[src/hw/dma_chan_cfg_defines.vh]
// Register offsets, field positions, reset values and codes of the DMA channel setup logic
`ifndef DMA_CHAN_CFG_DEFINES_VH
`define DMA_CHAN_CFG_DEFINES_VH

// ----------------------------------------------------------------------------
// Register map
// ----------------------------------------------------------------------------
`define IRQ_STATUS_OFS 12'h000
`define IRQ_MASK_OFS 12'h004
`define ENABLED_SUMMARY_OFS 12'h01C
// Channel setup words sit at 0x110 + 0x20 * channel
`define CFG_PAGE 4'h1
`define CFG_SLOT 5'h10

// ----------------------------------------------------------------------------
// Channel setup word fields
// ----------------------------------------------------------------------------
`define HALT_BIT 18
`define ACTIVE_BIT 17
`define LOCK_BIT 16
`define TC_MASK_BIT 15
`define ERR_MASK_BIT 14
`define FLOW_HI 13
`define FLOW_LO 11
`define DST_SEL_HI 9
`define DST_SEL_LO 6
`define SRC_SEL_HI 4
`define SRC_SEL_LO 1
`define ENABLE_BIT 0
`define CFG_WRITE_MASK 32'h0005FBDE

// ----------------------------------------------------------------------------
// Reset values
// ----------------------------------------------------------------------------
`define CFG_RESET 32'h00000000
`define IRQ_MASK_RESET 32'h00000000
`define IRQ_STATUS_RESET 32'h00000000

// ----------------------------------------------------------------------------
// Flow and transfer type codes
// ----------------------------------------------------------------------------
`define FLOW_M2M 3'h0
`define FLOW_M2P 3'h1
`define FLOW_P2M 3'h2
`define FLOW_P2P 3'h3
`define FLOW_P2P_DST 3'h4
`define FLOW_M2P_PER 3'h5
`define FLOW_P2M_PER 3'h6
`define FLOW_P2P_SRC 3'h7

`endif

[src/hw/dma_channel_config_control.v]
// Per-channel setup word, enable and halt control of a multi-channel DMA controller
//
// What this block does
// - Error interrupt passes only when bit 14 set
// - Bits 13:11 pick direction and flow controller
// - Flow codes 000 to 111 decoded as listed
// - Bits 9:6 pick destination request line
// - Destination select ignored when writing memory
// - Bits 4:1 pick source request line
// - Source select ignored when reading memory
// - Bits 10 and 5 reserved, written zero
// - Bit 0 reads live channel enable state
// - Summary register mirrors every channel enable bit
// - Writing enable one starts the channel
// - Clearing enable waits for current AHB transfer
// - Software disable discards remaining FIFO data
// - Last item or error disables channel itself
// - Halt blocks source requests, FIFO keeps draining
// - Bit 17 reads one while FIFO holds data
//
// Design decisions made here: the register addresses and strobed register access.
`default_nettype none
`include "dma_chan_cfg_defines.vh"

module dma_channel_config_control #(
    parameter N_CHAN = 8,
    parameter N_REQ = 16
) (
    // Clock and reset
    input wire clk_sys,
    input wire rst_n,
    // Register port
    input wire [11:0] reg_addr,
    input wire [31:0] reg_wdata,
    input wire reg_wr,
    input wire reg_rd,
    output reg [31:0] reg_rdata,
    // Interrupt
    output wire irq,
    // Channel engine status
    input wire [N_CHAN-1:0] ahb_busy,
    input wire [N_CHAN-1:0] fifo_has_data,
    input wire [N_CHAN-1:0] lli_last_done,
    input wire [N_CHAN-1:0] chan_error,
    // Channel engine control
    output wire [N_CHAN-1:0] chan_run,
    output wire [N_CHAN-1:0] fifo_flush,
    output wire [3*N_CHAN-1:0] flow_code,
    output wire [N_CHAN-1:0] src_is_periph,
    output wire [N_CHAN-1:0] dst_is_periph,
    output wire [N_CHAN-1:0] flow_by_src,
    output wire [N_CHAN-1:0] flow_by_dst,
    output wire [N_CHAN-1:0] lock_en,
    // Peripheral request lines
    input wire [N_REQ-1:0] periph_req,
    output wire [N_CHAN-1:0] src_req_out,
    output wire [N_CHAN-1:0] dst_req_out
);

    // ------------------------------------------------------------------------
    // Request line synchroniser
    // ------------------------------------------------------------------------
    reg [N_REQ-1:0] req_meta_reg;
    reg [N_REQ-1:0] req_sync_reg;

    always @(posedge clk_sys) begin
        if (!rst_n) begin
            req_meta_reg <= {N_REQ{1'b0}};
            req_sync_reg <= {N_REQ{1'b0}};
        end else begin
            req_meta_reg <= periph_req;
            req_sync_reg <= req_meta_reg;
        end
    end

    // ------------------------------------------------------------------------
    // Address decode
    // ------------------------------------------------------------------------
    wire cfg_hit;
    wire [2:0] cfg_idx;
    wire [N_CHAN-1:0] cfg_wr;
    wire status_wr;
    wire mask_wr;
    wire [31:0] cfg_flat_rd [0:N_CHAN-1];
    wire [N_CHAN-1:0] enable_vec;
    wire [N_CHAN-1:0] err_ie_vec;

    assign cfg_hit = (reg_addr[11:8] == `CFG_PAGE) && (reg_addr[4:0] == `CFG_SLOT)
                     && ({29'h0, reg_addr[7:5]} < N_CHAN);
    assign cfg_idx = reg_addr[7:5];
    assign status_wr = reg_wr && (reg_addr == `IRQ_STATUS_OFS);
    assign mask_wr = reg_wr && (reg_addr == `IRQ_MASK_OFS);

    // ------------------------------------------------------------------------
    // Per-channel setup word and enable control
    // ------------------------------------------------------------------------
    genvar ch;
    generate
        for (ch = 0; ch < N_CHAN; ch = ch + 1) begin : g_ch
            reg [31:0] cfg_reg;
            reg enable_reg;
            reg stop_pending_reg;
            reg flush_reg;
            wire [2:0] flow;
            wire [3:0] src_sel;
            wire [3:0] dst_sel;
            wire sw_write;

            assign sw_write = reg_wr && cfg_hit && (cfg_idx == ch);
            assign cfg_wr[ch] = sw_write;

            // Reserved bits are never stored, so they read back as zero
            always @(posedge clk_sys) begin
                if (!rst_n) begin
                    cfg_reg <= `CFG_RESET;
                end else if (sw_write) begin
                    cfg_reg <= reg_wdata & `CFG_WRITE_MASK;
                end
            end

            // Hardware disable beats a software enable in the same cycle,
            // since a finished or failed channel must not restart by itself.
            always @(posedge clk_sys) begin
                if (!rst_n) begin
                    enable_reg <= 1'b0;
                    stop_pending_reg <= 1'b0;
                    flush_reg <= 1'b0;
                end else begin
                    flush_reg <= 1'b0;
                    if (enable_reg && (lli_last_done[ch] || chan_error[ch])) begin
                        enable_reg <= 1'b0;
                        stop_pending_reg <= 1'b0;
                    end else if (sw_write && reg_wdata[`ENABLE_BIT]) begin
                        enable_reg <= 1'b1;
                        stop_pending_reg <= 1'b0;
                    end else if (sw_write && enable_reg) begin
                        stop_pending_reg <= 1'b1;
                    end else if (stop_pending_reg && !ahb_busy[ch]) begin
                        enable_reg <= 1'b0;
                        stop_pending_reg <= 1'b0;
                        flush_reg <= 1'b1;
                    end
                end
            end

            assign flow = cfg_reg[`FLOW_HI:`FLOW_LO];
            assign src_sel = cfg_reg[`SRC_SEL_HI:`SRC_SEL_LO];
            assign dst_sel = cfg_reg[`DST_SEL_HI:`DST_SEL_LO];

            // One row per flow code, so each row can be checked on its own
            reg src_periph;
            reg dst_periph;
            reg paced_by_src;
            reg paced_by_dst;

            always @* begin
                src_periph = 1'b0;
                dst_periph = 1'b0;
                paced_by_src = 1'b0;
                paced_by_dst = 1'b0;
                case (flow)
                    `FLOW_M2M: begin
                        src_periph = 1'b0;
                        dst_periph = 1'b0;
                        paced_by_src = 1'b0;
                        paced_by_dst = 1'b0;
                    end
                    `FLOW_M2P: begin
                        src_periph = 1'b0;
                        dst_periph = 1'b1;
                        paced_by_src = 1'b0;
                        paced_by_dst = 1'b0;
                    end
                    `FLOW_P2M: begin
                        src_periph = 1'b1;
                        dst_periph = 1'b0;
                        paced_by_src = 1'b0;
                        paced_by_dst = 1'b0;
                    end
                    `FLOW_P2P: begin
                        src_periph = 1'b1;
                        dst_periph = 1'b1;
                        paced_by_src = 1'b0;
                        paced_by_dst = 1'b0;
                    end
                    `FLOW_P2P_DST: begin
                        src_periph = 1'b1;
                        dst_periph = 1'b1;
                        paced_by_src = 1'b0;
                        paced_by_dst = 1'b1;
                    end
                    `FLOW_M2P_PER: begin
                        src_periph = 1'b0;
                        dst_periph = 1'b1;
                        paced_by_src = 1'b0;
                        paced_by_dst = 1'b1;
                    end
                    `FLOW_P2M_PER: begin
                        src_periph = 1'b1;
                        dst_periph = 1'b0;
                        paced_by_src = 1'b1;
                        paced_by_dst = 1'b0;
                    end
                    `FLOW_P2P_SRC: begin
                        src_periph = 1'b1;
                        dst_periph = 1'b1;
                        paced_by_src = 1'b1;
                        paced_by_dst = 1'b0;
                    end
                    default: begin
                        src_periph = 1'b0;
                        dst_periph = 1'b0;
                        paced_by_src = 1'b0;
                        paced_by_dst = 1'b0;
                    end
                endcase
            end

            assign src_is_periph[ch] = src_periph;
            assign dst_is_periph[ch] = dst_periph;
            assign flow_by_src[ch] = paced_by_src;
            assign flow_by_dst[ch] = paced_by_dst;
            assign flow_code[3*ch +: 3] = flow;
            assign lock_en[ch] = cfg_reg[`LOCK_BIT];

            // A pending stop already blocks new beats; the engine only finishes
            // the transfer it has on the bus.
            assign chan_run[ch] = enable_reg && !stop_pending_reg;
            assign fifo_flush[ch] = flush_reg;
            assign enable_vec[ch] = enable_reg;
            assign err_ie_vec[ch] = cfg_reg[`ERR_MASK_BIT];

            // Source side obeys halt, destination side keeps draining the FIFO
            assign src_req_out[ch] = chan_run[ch] && src_is_periph[ch]
                                     && !cfg_reg[`HALT_BIT]
                                     && req_sync_reg[src_sel];
            assign dst_req_out[ch] = chan_run[ch] && dst_is_periph[ch]
                                     && req_sync_reg[dst_sel];

            assign cfg_flat_rd[ch] = {cfg_reg[31:18], fifo_has_data[ch],
                                      cfg_reg[16:1], enable_reg};
        end
    endgenerate

    // ------------------------------------------------------------------------
    // Interrupt status and mask
    // ------------------------------------------------------------------------
    // Status layout: error events in the low N_CHAN bits, last-item
    // completions in the next N_CHAN bits.
    reg [31:0] irq_status_reg;
    reg [31:0] irq_mask_reg;
    wire [31:0] irq_event;
    wire [31:0] irq_gate;
    wire [31:0] status_clear;

    assign irq_event = {{(32-2*N_CHAN){1'b0}}, lli_last_done & enable_vec, chan_error};
    assign status_clear = status_wr ? reg_wdata : 32'h00000000;

    // Set wins over a write-one clear landing in the same cycle
    always @(posedge clk_sys) begin
        if (!rst_n) begin
            irq_status_reg <= `IRQ_STATUS_RESET;
        end else begin
            irq_status_reg <= (irq_status_reg & ~status_clear) | irq_event;
        end
    end

    always @(posedge clk_sys) begin
        if (!rst_n) begin
            irq_mask_reg <= `IRQ_MASK_RESET;
        end else if (mask_wr) begin
            irq_mask_reg <= reg_wdata;
        end
    end

    // Error bits additionally need the channel's own error mask bit
    assign irq_gate = irq_mask_reg & {{(32-2*N_CHAN){1'b0}}, {N_CHAN{1'b1}}, err_ie_vec};
    assign irq = |(irq_status_reg & irq_gate);

    // ------------------------------------------------------------------------
    // Read data
    // ------------------------------------------------------------------------
    reg [31:0] rdata_next;

    always @* begin
        rdata_next = 32'h00000000;
        if (cfg_hit) begin
            rdata_next = cfg_flat_rd[cfg_idx];
        end else if (reg_addr == `IRQ_STATUS_OFS) begin
            rdata_next = irq_status_reg;
        end else if (reg_addr == `IRQ_MASK_OFS) begin
            rdata_next = irq_mask_reg;
        end else if (reg_addr == `ENABLED_SUMMARY_OFS) begin
            rdata_next = {{(32-N_CHAN){1'b0}}, enable_vec};
        end
    end

    // Data only stands in the cycle after the read strobe; zero otherwise
    always @(posedge clk_sys) begin
        if (!rst_n) begin
            reg_rdata <= 32'h00000000;
        end else if (reg_rd) begin
            reg_rdata <= rdata_next;
        end else begin
            reg_rdata <= 32'h00000000;
        end
    end

endmodule
`default_nettype wire

[config.mk]
export PLATFORM = sky130hd
export DESIGN_NAME = dma_channel_config_control
export DESIGN_NICKNAME = d
export VERILOG_FILES = /design/src/hw/dma_channel_config_control.v
export VERILOG_INCLUDE_DIRS = /design/src /design/src/hw
export SDC_FILE = /design/constraint.sdc
export NUM_CORES = 1
export LEC_CHECK = 0
export BUFFER_PORTS_ARGS = -buffer_cell sky130_fd_sc_hd__buf_2
export CAP_MARGIN = 20
export CORE_MARGIN = 1.5
export CORE_UTILIZATION = 30
export DETAILED_ROUTE_END_ITERATION = 8
export GPL_ROUTABILITY_DRIVEN = 0
export SYNTH_ARGS = -nofsm -noshare
export SYNTH_HDL_FRONTEND = slang
export SYNTH_SLANG_ARGS = --single-unit
[constraint.sdc]
create_clock -name clk_sys -period 2.8 [get_ports clk_sys]
set_input_delay 0.56 -clock clk_sys [delete_from_list [all_inputs] [get_ports clk_sys]]
set_output_delay 0.56 -clock clk_sys [all_outputs]
set_load 0.01 [all_outputs]
# Yosys cells after proc, flatten, opt, wreduce, memory -nomap -nowiden
# Memories as Yosys holds them, arrays and structs flattened. A register that Yosys moved wholly into a read port is not among the register bits.
# Cells that the tools add are included.
[totals] romBits=256 mem_count=8 ff_bits=272 in_bits=96 output_inout_bits=129 word_cells=361
[mem_list] name="(name not given)" words=8 word_bits=4 read_ports=1 rd_clocked_by_memory_dff=1 write_ports=0 line_no="dma_channel_config_control.v:161" rtl="case (flow)"
[mem_list] name="(name not given)" words=8 word_bits=4 read_ports=1 rd_clocked_by_memory_dff=1 write_ports=0 line_no="dma_channel_config_control.v:161"
[mem_list] name="(name not given)" words=8 word_bits=4 read_ports=1 rd_clocked_by_memory_dff=1 write_ports=0 line_no="dma_channel_config_control.v:161"
[mem_list] name="(name not given)" words=8 word_bits=4 read_ports=1 rd_clocked_by_memory_dff=1 write_ports=0 line_no="dma_channel_config_control.v:161"
[mem_list] name="(name not given)" words=8 word_bits=4 read_ports=1 rd_clocked_by_memory_dff=1 write_ports=0 line_no="dma_channel_config_control.v:161"
[mem_list] name="(name not given)" words=8 word_bits=4 read_ports=1 rd_clocked_by_memory_dff=1 write_ports=0 line_no="dma_channel_config_control.v:161"
[mem_list] name="+2 memories"
[classes] muxes=96 n_lt_le_gt_ge=17 eq_ne=19 bitwise_logic=8 n_reduce_logical=176
[ops] cell="two-way mux 32 bit" n=6
[ops] cell="binary-select mux 32 bit (select 3 bit)" n=1
[ops] cell="logical AND 1 bit" n=92
[ops] cell="less-than comparator 4 x 5 -> 1 bit (second input constant)" n=16
[ops] cell="bitwise AND 32 bit" n=2
[ops] cell="binary-select mux 1 bit (select 4 bit)" n=16
[ops] cell="two-way mux 1 bit" n=56
[ops] cell="two-way mux 3 bit" n=16
[ops] cell="bitwise AND 32 x 16 -> 32 bit" n=1
[ops] cell="NOT 32 bit" n=1
[ops] cell="OR 32 x 16 -> 32 bit" n=1
[ops] cell="nonzero test 2 bit" n=16
[ops] cell="OR reduction 32 bit" n=1
[ops] cell="OR reduction 4 bit" n=8
[ops] cell="zero test 1 bit" n=24
[ops] cell="OR reduction 3 bit" n=8
[ops] cell="AND reduction 2 bit" n=9
[ops] cell="inequality test 2 bit (second input constant)" n=8
[ops] cell="OR reduction 2 bit" n=8
[ops] cell="equality test 12 x 3 -> 1 bit (second input constant)" n=1
[ops] cell="equality test 12 x 5 -> 1 bit (second input constant)" n=1
[ops] cell="equality test 3 bit (second input constant)" n=4
[ops] cell="zero test 12 bit" n=1
[ops] cell="bitwise AND 8 bit" n=1
[ops] cell="10 further kinds" n=18

# Logic depth before layout (Yosys ltp)
# Gate-level depths: netlist (run 1).
[logic_depth] ltp_word=7 depth_mapped=8 depth_no_buf=4

# Worst setup path after synthesis (run 1)
# Ideal clock, no wire load.
[synth_path] path_kind="register -> output" start="reg g_ch[2].cfg_reg[6]" end="out dst_req_out[2]" slack_ps=585 n_path_buf=1 arrival_ps=1655 stages_incl_launch_ff=5 cell_sequence="dfxtp_1 buf_2 mux4_1 mux4_2 and3_1"
[synth_via] elab_chain_cells=3
[synth_rtl] item="start: declaration" line_no="dma_channel_config_control.v:100" rtl="reg [31:0] cfg_reg;"
[synth_rtl] item="start signal: assignment" line_no="dma_channel_config_control.v:115" rtl="cfg_reg <= `CFG_RESET;"
[synth_rtl] item="start signal: assignment" line_no="dma_channel_config_control.v:117" rtl="cfg_reg <= reg_wdata & `CFG_WRITE_MASK;"
[synth_rtl] item="binary-select mux 1 bit (select 4 bit)" line_no="dma_channel_config_control.v:238" rtl="&& req_sync_reg[dst_sel];"
[synth_rtl] item="two-way mux 1 bit (not written as such)" line_no="dma_channel_config_control.v:238"
[synth_rtl] item="logical AND 1 bit" line_no="dma_channel_config_control.v:238"
[synth_rtl] item="end: declaration" line_no="dma_channel_config_control.v:57" rtl="output wire [N_CHAN-1:0] dst_req_out"
# Every way passes these cells. The select of a mux whose other input is x is not followed.

# Worst setup path after layout (run 1)
[layout_path] start="reg g_ch[2].cfg_reg[1]" end="out src_req_out[2]"
[layout_via] elab_chain_cells=3
[layout_rtl] item="binary-select mux 1 bit (select 4 bit)" line_no="dma_channel_config_control.v:236" rtl="&& req_sync_reg[src_sel];"
[layout_rtl] item="two-way mux 1 bit (not written as such)" line_no="dma_channel_config_control.v:236"
[layout_rtl] item="logical AND 1 bit" line_no="dma_channel_config_control.v:234" rtl="assign src_req_out[ch] = chan_run[ch] && src_is_periph[ch]"
[layout_rtl] item="end: declaration" line_no="dma_channel_config_control.v:56" rtl="output wire [N_CHAN-1:0] src_req_out,"
# Every way passes these cells. The select of a mux whose other input is x is not followed.

==> results of run 1 <==
## worst max-delay path: cells and delay by family (launching register included)
kind                   cells  cell delay, ps
buffers and inverters      1             150
DFF                        1             390
muxes                      2            1020
and+or+nand+nor            1             240
## timing repair
action,in CTS,in global routing
resized for setup,111,8
setup buffers,7,0
pin swaps,13,3
endpoints found under the setup margin,16,16
## cell usage after synthesis (5+ instances only)
master,count
and4b_1,12
a31oi_1,9
mux4_1,39
o21ai_0,29
clkbuf_1,63
buf_6,23
a22oi_1,34
and2_1,33
buf_2,38
a32o_1,9
inv_1,15
o221ai_1,5
mux2i_1,140
a222oi_1,7
o22ai_1,7
mux4_2,75
a211oi_1,14
dfxtp_1,304
nor2_1,158
a311oi_1,11
and4_1,11
a21oi_1,73
or3_1,12
nand2b_1,11
nor2b_1,9
buf_4,60
nand2_1,121
o211ai_1,6
nand4_1,17
nand3_1,29
nor3_1,11
and3_1,12
## per-stage QoR
stage | utilization | setup slack, ps | area [um^2] | hold WS [ps]
finish | 0.360 | -121 | 17700 | 199
global route | 0.360 | -164 | 17700 | 200
CTS | 0.359 | -148 | 17700 | 184
detailed placement | 0.333 | -9.62 | 16400 | 425
global placement | 0.333 | -54.9 | 16400 | 418
floorplan | - | 585 | 15000 | 412
## logic make-up (layout without fill, tap and decap cells)
logic type	Yosys count	after routing
simple gates	449	449
flops	304	304
mux	255	255
compound gates	208	208
buf+inv	206	375
other cells	0	3
## report_power, final
group,total (mW),switching (mW),leakage (nW),internal (mW)
registers,4.39,0.0556,2.48,4.33
logic,0.512,0.315,4.56,0.197
clock network,4.80,1.92,0.607,2.89
total,9.70,2.29,7.65,7.42
## final timing paths
| check | end | from | cells past startpoint | slack [ps] |
|---|---|---|---|---|
| worst min register to register | irq_status_reg[20]$_SDFF_PN0_ | irq_status_reg[20]$_SDFF_PN0_ | 2 | 430 |
| worst min-delay path | irq_status_reg[17]$_SDFF_PN0_ | reg_wdata[17] | 2 | 200 |
| worst max-delay path | src_req_out[2] | g_ch[2].cfg_reg[1]$_SDFFE_PN0N_ | 4 | -120 |
| worst max register to register | reg_rdata[6]$_SDFF_PN0_ | g_ch[7].cfg_reg[6]$_SDFFE_PN0N_ | 5 | 960 |
## cell type report
| cell class | instances | area (um^2) |
|---|---|---|
| Tap cell | 664 | 831 |
| Sequential cell | 304 | 6200 |
| Clock inverter | 16 | 183 |
| Multi-Input combinational cell | 912 | 7590 |
| Timing Repair Buffer | 296 | 1790 |
| Inverter | 16 | 62.6 |
| Clock buffer | 47 | 1030 |
| Fill cell | 4835 | 31500 |
| Antenna cell | 3 | 7.51 |
## per-layer routing
layer / wire, um / share of wire
met5: 38 / 0.00072
met4: 2070 / 0.039
met3: 4510 / 0.085
met2: 24500 / 0.46
met1: 21800 / 0.41
==> flow_metrics.py, run 1 <==
metrics = {
    "setup_path": {
        "critPathSlowestCell": "mux4_2",
        "setup.worst_path.start_class": "flip-flop",
        "cp.required_ps": 2240,
        "cp_cell_sequence": "mux4_2 -> mux4_2 -> and4b_1 -> buf_2",
        "cp_max_fo": 5,
        "cp-end-kind": "output port",
        "critical-path-max-stage-delay_ps": 530,
        "critPathArrivalTime_ps": 2360,
        "crit_top_cell": "mux4_2",
        "critPathKind": "flip-flop to output port",
    },
    "global_routing": {
        "use_met3": 0.0404,
        "grt_overflow": 0,
        "grt_use_met1": 0.271,
        "grt_start_max_net_pins": 52,
        "first_global_vias": 11800,
        "use_met2": 0.323,
        "grt_busiest_layer": "met2",
        "grt_pass1_wl_um": 77700,
        "antenna_found_initial": 7,
        "grtUsageTotal": 0.204,
    },
    "drt": {
        "wl_um": 52900,
        "firstDrtPassIters": 8,
        "routed_via_density": 5.50,
        "drc": 0,
        "num_vias": 12400,
        "wl_per_cell_um": 23.4,
        "postRouteAntennaNets": 0,
        "drt-initial-drc-count": 1754,
    },
    "synth": {
        "synthMuxAreaShare": 0.275,
        "synthArstFlopShare": 0,
        "synth_xor_area_frac": 0,
        "synth_area_um2": 15000,
        "synth_nets": 1518,
        "yosysTopAreaCell": "dfxtp_1",
        "ys.flop_type": "dfxtp_1",
        "yosys_warnings": 0,
        "synth_edf_count": 0,
        "yosysUniqueCellTypes": 50,
        "ys_seq_area_frac": 0.406,
        "ys_seq_elements": 304,
        "postSynthCellCount": 1422,
        "synthAdderAreaFrac": 0,
        "synth_top_family_by_area": "multiplexers",
        "syn-mean-instance-area_um2": 10.5,
        "yosys.area_share.simple": 0.147,
        "synth_area_leaders": "dfxtp_1 41%, mux4_2 11%, mux2i_1 9.3%",
        "synth_top_area_frac": 0.406,
        "synth_compound_area_frac": 0.0901,
    },
    "sta": {
        "fin_crit_sh": 1.04,
        "hold_violations": 0,
        "relSlewSlack": 0.554,
        "rsz0062_at_grt": "true",
        "period_minus_slack_ps": 2920,
        "worstMarginPinSlew_ps": 668,
        "fin_skew_ps": 28.5,
        "setup_viol": 15,
        "setup_ws_ps": -121,
        "fmax_mhz": 342,
        "slew_viol_final": 0,
        "finalSetupTns_ps": -806,
    },
    "clock_network": {
        "cts_tree": "done",
        "numCtsBuffers": 36,
        "cts.sinks": 304,
        "cts.clk_slew.worst_paths_ps": 70,
        "cts-root-buf": "clkbuf_16",
        "cts_buffer_depth": 3,
        "hold_buffers": 0,
        "insertion_delay_ps": 550,
        "cts_max_level": 2,
    },
    "finish": {
        "fin_cells": 2258,
        "layout_common_cells": "272 x dfxtp_1, 216 x buf_2, 158 x nor2_1",
        "final_common_cell": "dfxtp_1",
        "layout-drive-gt1-share": 0.327,
        "fin_nets": 1662,
        "syn_to_final_growth_pct": 18.0,
        "largest_reg_flops": 120,
    },
    "floorplanning": {
        "top_level_ports": 225,
        "die_w_um": 227,
        "die_area_um2": 51300,
        "start_util": 0.305,
        "core_area_um2": 49200,
        "die_y_um": 227,
        "row_count": 81,
    },
    "status": {
        "run_status": "complete, but fails checks",
        "violations": "setup timing",
    },
    "pwr": {
        "finalPower_mw": 9.70,
        "static-leakage-power_nw": 7.65,
        "ir_drop_mv": 0.315,
        "cellPowerDensity_nw_per_um2": 548,
    },
    "run": {
        "maxCapViolCount": 0,
    },
    "placed_design": {
        "hpwl_um": 38900,
        "port_buffers": 224,
        "dp.cells": 2185,
    },
    "worst_hold_path": {
        "min_path_type": "input pin to flip-flop",
    },
}
Power figures use the tool's default switching activity.
==> inputs of run 2 (changes only) <==
clock period = 3.4 ns   (was 2.8 ns; I/O delays follow)
==> flow_metrics.py, run 2 (synthesis results as in run 1) <==
metrics = {
    "status": {
        "run_status": "finished, final reports clean",
    },
    "worst_hold_path": {
        "whs_path_depth": 2,
        "min_to": "irq_status_reg[29]$_SDFF_PN0_",
        "min_from": "reg_wdata[29]",
        "min_path_type": "input pin to flip-flop",
    },
    "setup_path": {
        "cp_cell_sequence": "mux4_1 -> mux4_2 -> and4b_1 -> buf_2",
        "cp-end-kind": "output port",
        "r2r_slack_ps": 1870,
        "worst_r2r_path_depth": 3,
        "critPathTopFamily": "multiplexers",
        "critPathSlowestCell": "mux4_1",
        "critical-path-max-stage-delay_ps": 610,
        "critPathKind": "flip-flop to output port",
        "crit_path_start": "req_sync_reg[3]$_SDFF_PN0_",
        "setup.worst_path.start_class": "flip-flop",
        "crit_buf_inv": 1,
        "cp.required_ps": 2720,
        "r2r-start": "g_ch[5].enable_reg$_SDFFE_PP0P_",
        "cp_max_fo": 16,
        "critPathArrivalTime_ps": 2660,
        "r2r_end": "reg_rdata[0]$_SDFF_PN0_",
    },
    "clock_network": {
        "cts_buffer_depth": 3,
        "cts.clk_slew.worst_paths_ps": 50,
        "numCtsBuffers": 37,
        "cts-root-buf": "clkbuf_16",
        "insertion_delay_ps": 550,
        "cts_max_level": 2,
        "post_cts_buffers": 0,
        "cts_tree": "done",
        "cts.sinks": 304,
    },
    "finish": {
        "layout-drive-gt1-share": 0.265,
        "nFillCells": 4850,
        "stdcell_area_um2": 17500,
        "postLayoutCoreUtil": 0.356,
        "register_area_um2": 6090,
        "layout_common_cells": "302 x dfxtp_1, 224 x buf_2, 158 x nor2_1",
        "syn_to_final_growth_pct": 16.7,
        "largest_reg_flops": 120,
        "fin_nets": 1634,
        "final_common_cell": "dfxtp_1",
        "multi_input_area_um2": 7700,
    },
    "floorplanning": {
        "core_area_um2": 49200,
        "die_area_um2": 51300,
        "top_level_ports": 225,
        "die_w_um": 227,
        "row_count": 81,
        "start_util": 0.305,
        "die_y_um": 227,
    },
    "global_routing": {
        "grtUsageTotal": 0.202,
        "grt_start_max_net_pins": 87,
        "antenna_found_initial": 9,
        "grt_overflow": 0,
        "first_global_vias": 11600,
        "grt_pass1_wl_um": 77100,
    },
    "pwr": {
        "cellPowerDensity_nw_per_um2": 472,
        "pwr-share-seq": 0.440,
        "p_comb_frac": 0.049,
        "power.internal_mw": 6.39,
        "static-leakage-power_nw": 7.74,
        "netSwitchingFraction": 0.227,
        "ir_drop_mv": 0.320,
        "p_sw_mw": 1.88,
        "finalPower_mw": 8.27,
        "power_frac_clock": 0.511,
    },
    "placed_design": {
        "hpwl_um": 38200,
        "port_buffers": 224,
        "placed_cell_area_um2": 16200,
        "dpl_worst_slack_ps": 484,
    },
    "sta": {
        "setup_ws_ps": 63.3,
        "slew_viol_final": 0,
        "rsz0062_at_grt": "false",
        "finalSetupTns_ps": 0,
        "worstMarginPinSlew_ps": 744,
        "relSlewSlack": 0.503,
        "period_minus_slack_ps": 3340,
        "hold_violations": 0,
        "fin_skew_ps": 20.7,
        "fmax_mhz": 300,
        "setup_viol": 0,
        "fin_crit_sh": 0.981,
    },
    "drt": {
        "drc": 0,
        "postRouteAntennaNets": 0,
        "wl_per_cell_um": 23.8,
        "firstDrtPassIters": 7,
        "wl_um": 53100,
        "drt-initial-drc-count": 1191,
        "num_vias": 12400,
        "routed_via_density": 5.56,
    },
    "run": {
        "maxCapViolCount": 0,
    },
}
[run 2: cell types whose count changed in the layout (fill, tap and decap cells not counted), moves of 2 or more]
cell / change
and3_1: +8
and3_4: -8
buf_12: -2
buf_2: +8
buf_4: -27
buf_6: -8
clkbuf_16: +3
clkbuf_8: +3
clkinv_2: -6
dfxtp_1: +30
dfxtp_4: -31
diode_2: +2
mux4_1: +39
mux4_2: -39
[run 2: worst register-to-register path: cells and delay by family, from the launching register on]
family	cells	cell delay [ps]
muxes	2	430
DFF	1	610
AOI/OAI and AO/OA	1	360
[run 2: how the worst max path moves through the flow]
stage	cells past startpoint	end	slack, ps
after floorplan	4	dst_req_out[2]	1060
after global placement	7	g_ch[0].cfg_reg[13]$_SDFFE_PN0N_	540
after detailed placement	7	g_ch[0].cfg_reg[15]$_SDFFE_PN0N_	480
after CTS	4	src_req_out[3]	60
after global routing	4	src_req_out[7]	0.6
final	4	src_req_out[2]	60
[run 2: repair_timing]
action,4_1_cts,5_1_grt
resized for setup,0,2
endpoints found under the setup margin,0,2
hold buffers,0,0
[run 2: per-stage QoR]
stage | cells | hold WS, ps
after global routing | 2230 | 315
after floorplan | 1422 | 412
final | 2232 | 319
after global placement | 2163 | 418
after detailed placement | 2163 | 419
after CTS | 2227 | 288
[run 2: area by class of cell]
type,instances,share of cell area
clock inverter,10,0.00929
sequential,304,0.348
tap,664,0.0475
inverter,16,0.00357
multi-input combinational,912,0.440
clock buffer,54,0.0658
antenna,5,0.000715
timing repair buffer,267,0.0853
[run 2: routing by layer]
metal / track usage / share of wire
met1: 0.259 / 0.39
met2: 0.320 / 0.46
met3: 0.0435 / 0.099
met4: 0.102 / 0.047
met5: 0 / 0.00094
[run 2: power groups by stage]
stage / Combinational, mW / Sequential [mW] / Clock [mW]
after detailed placement: 0.400 / 3.71 / 0
after floorplan: 0.249 / 3.68 / 0
final: 0.408 / 3.64 / 4.22
after global placement: 0.395 / 3.71 / 0
after global routing: 0.429 / 3.64 / 4.42
after CTS: 0.401 / 3.64 / 4.28
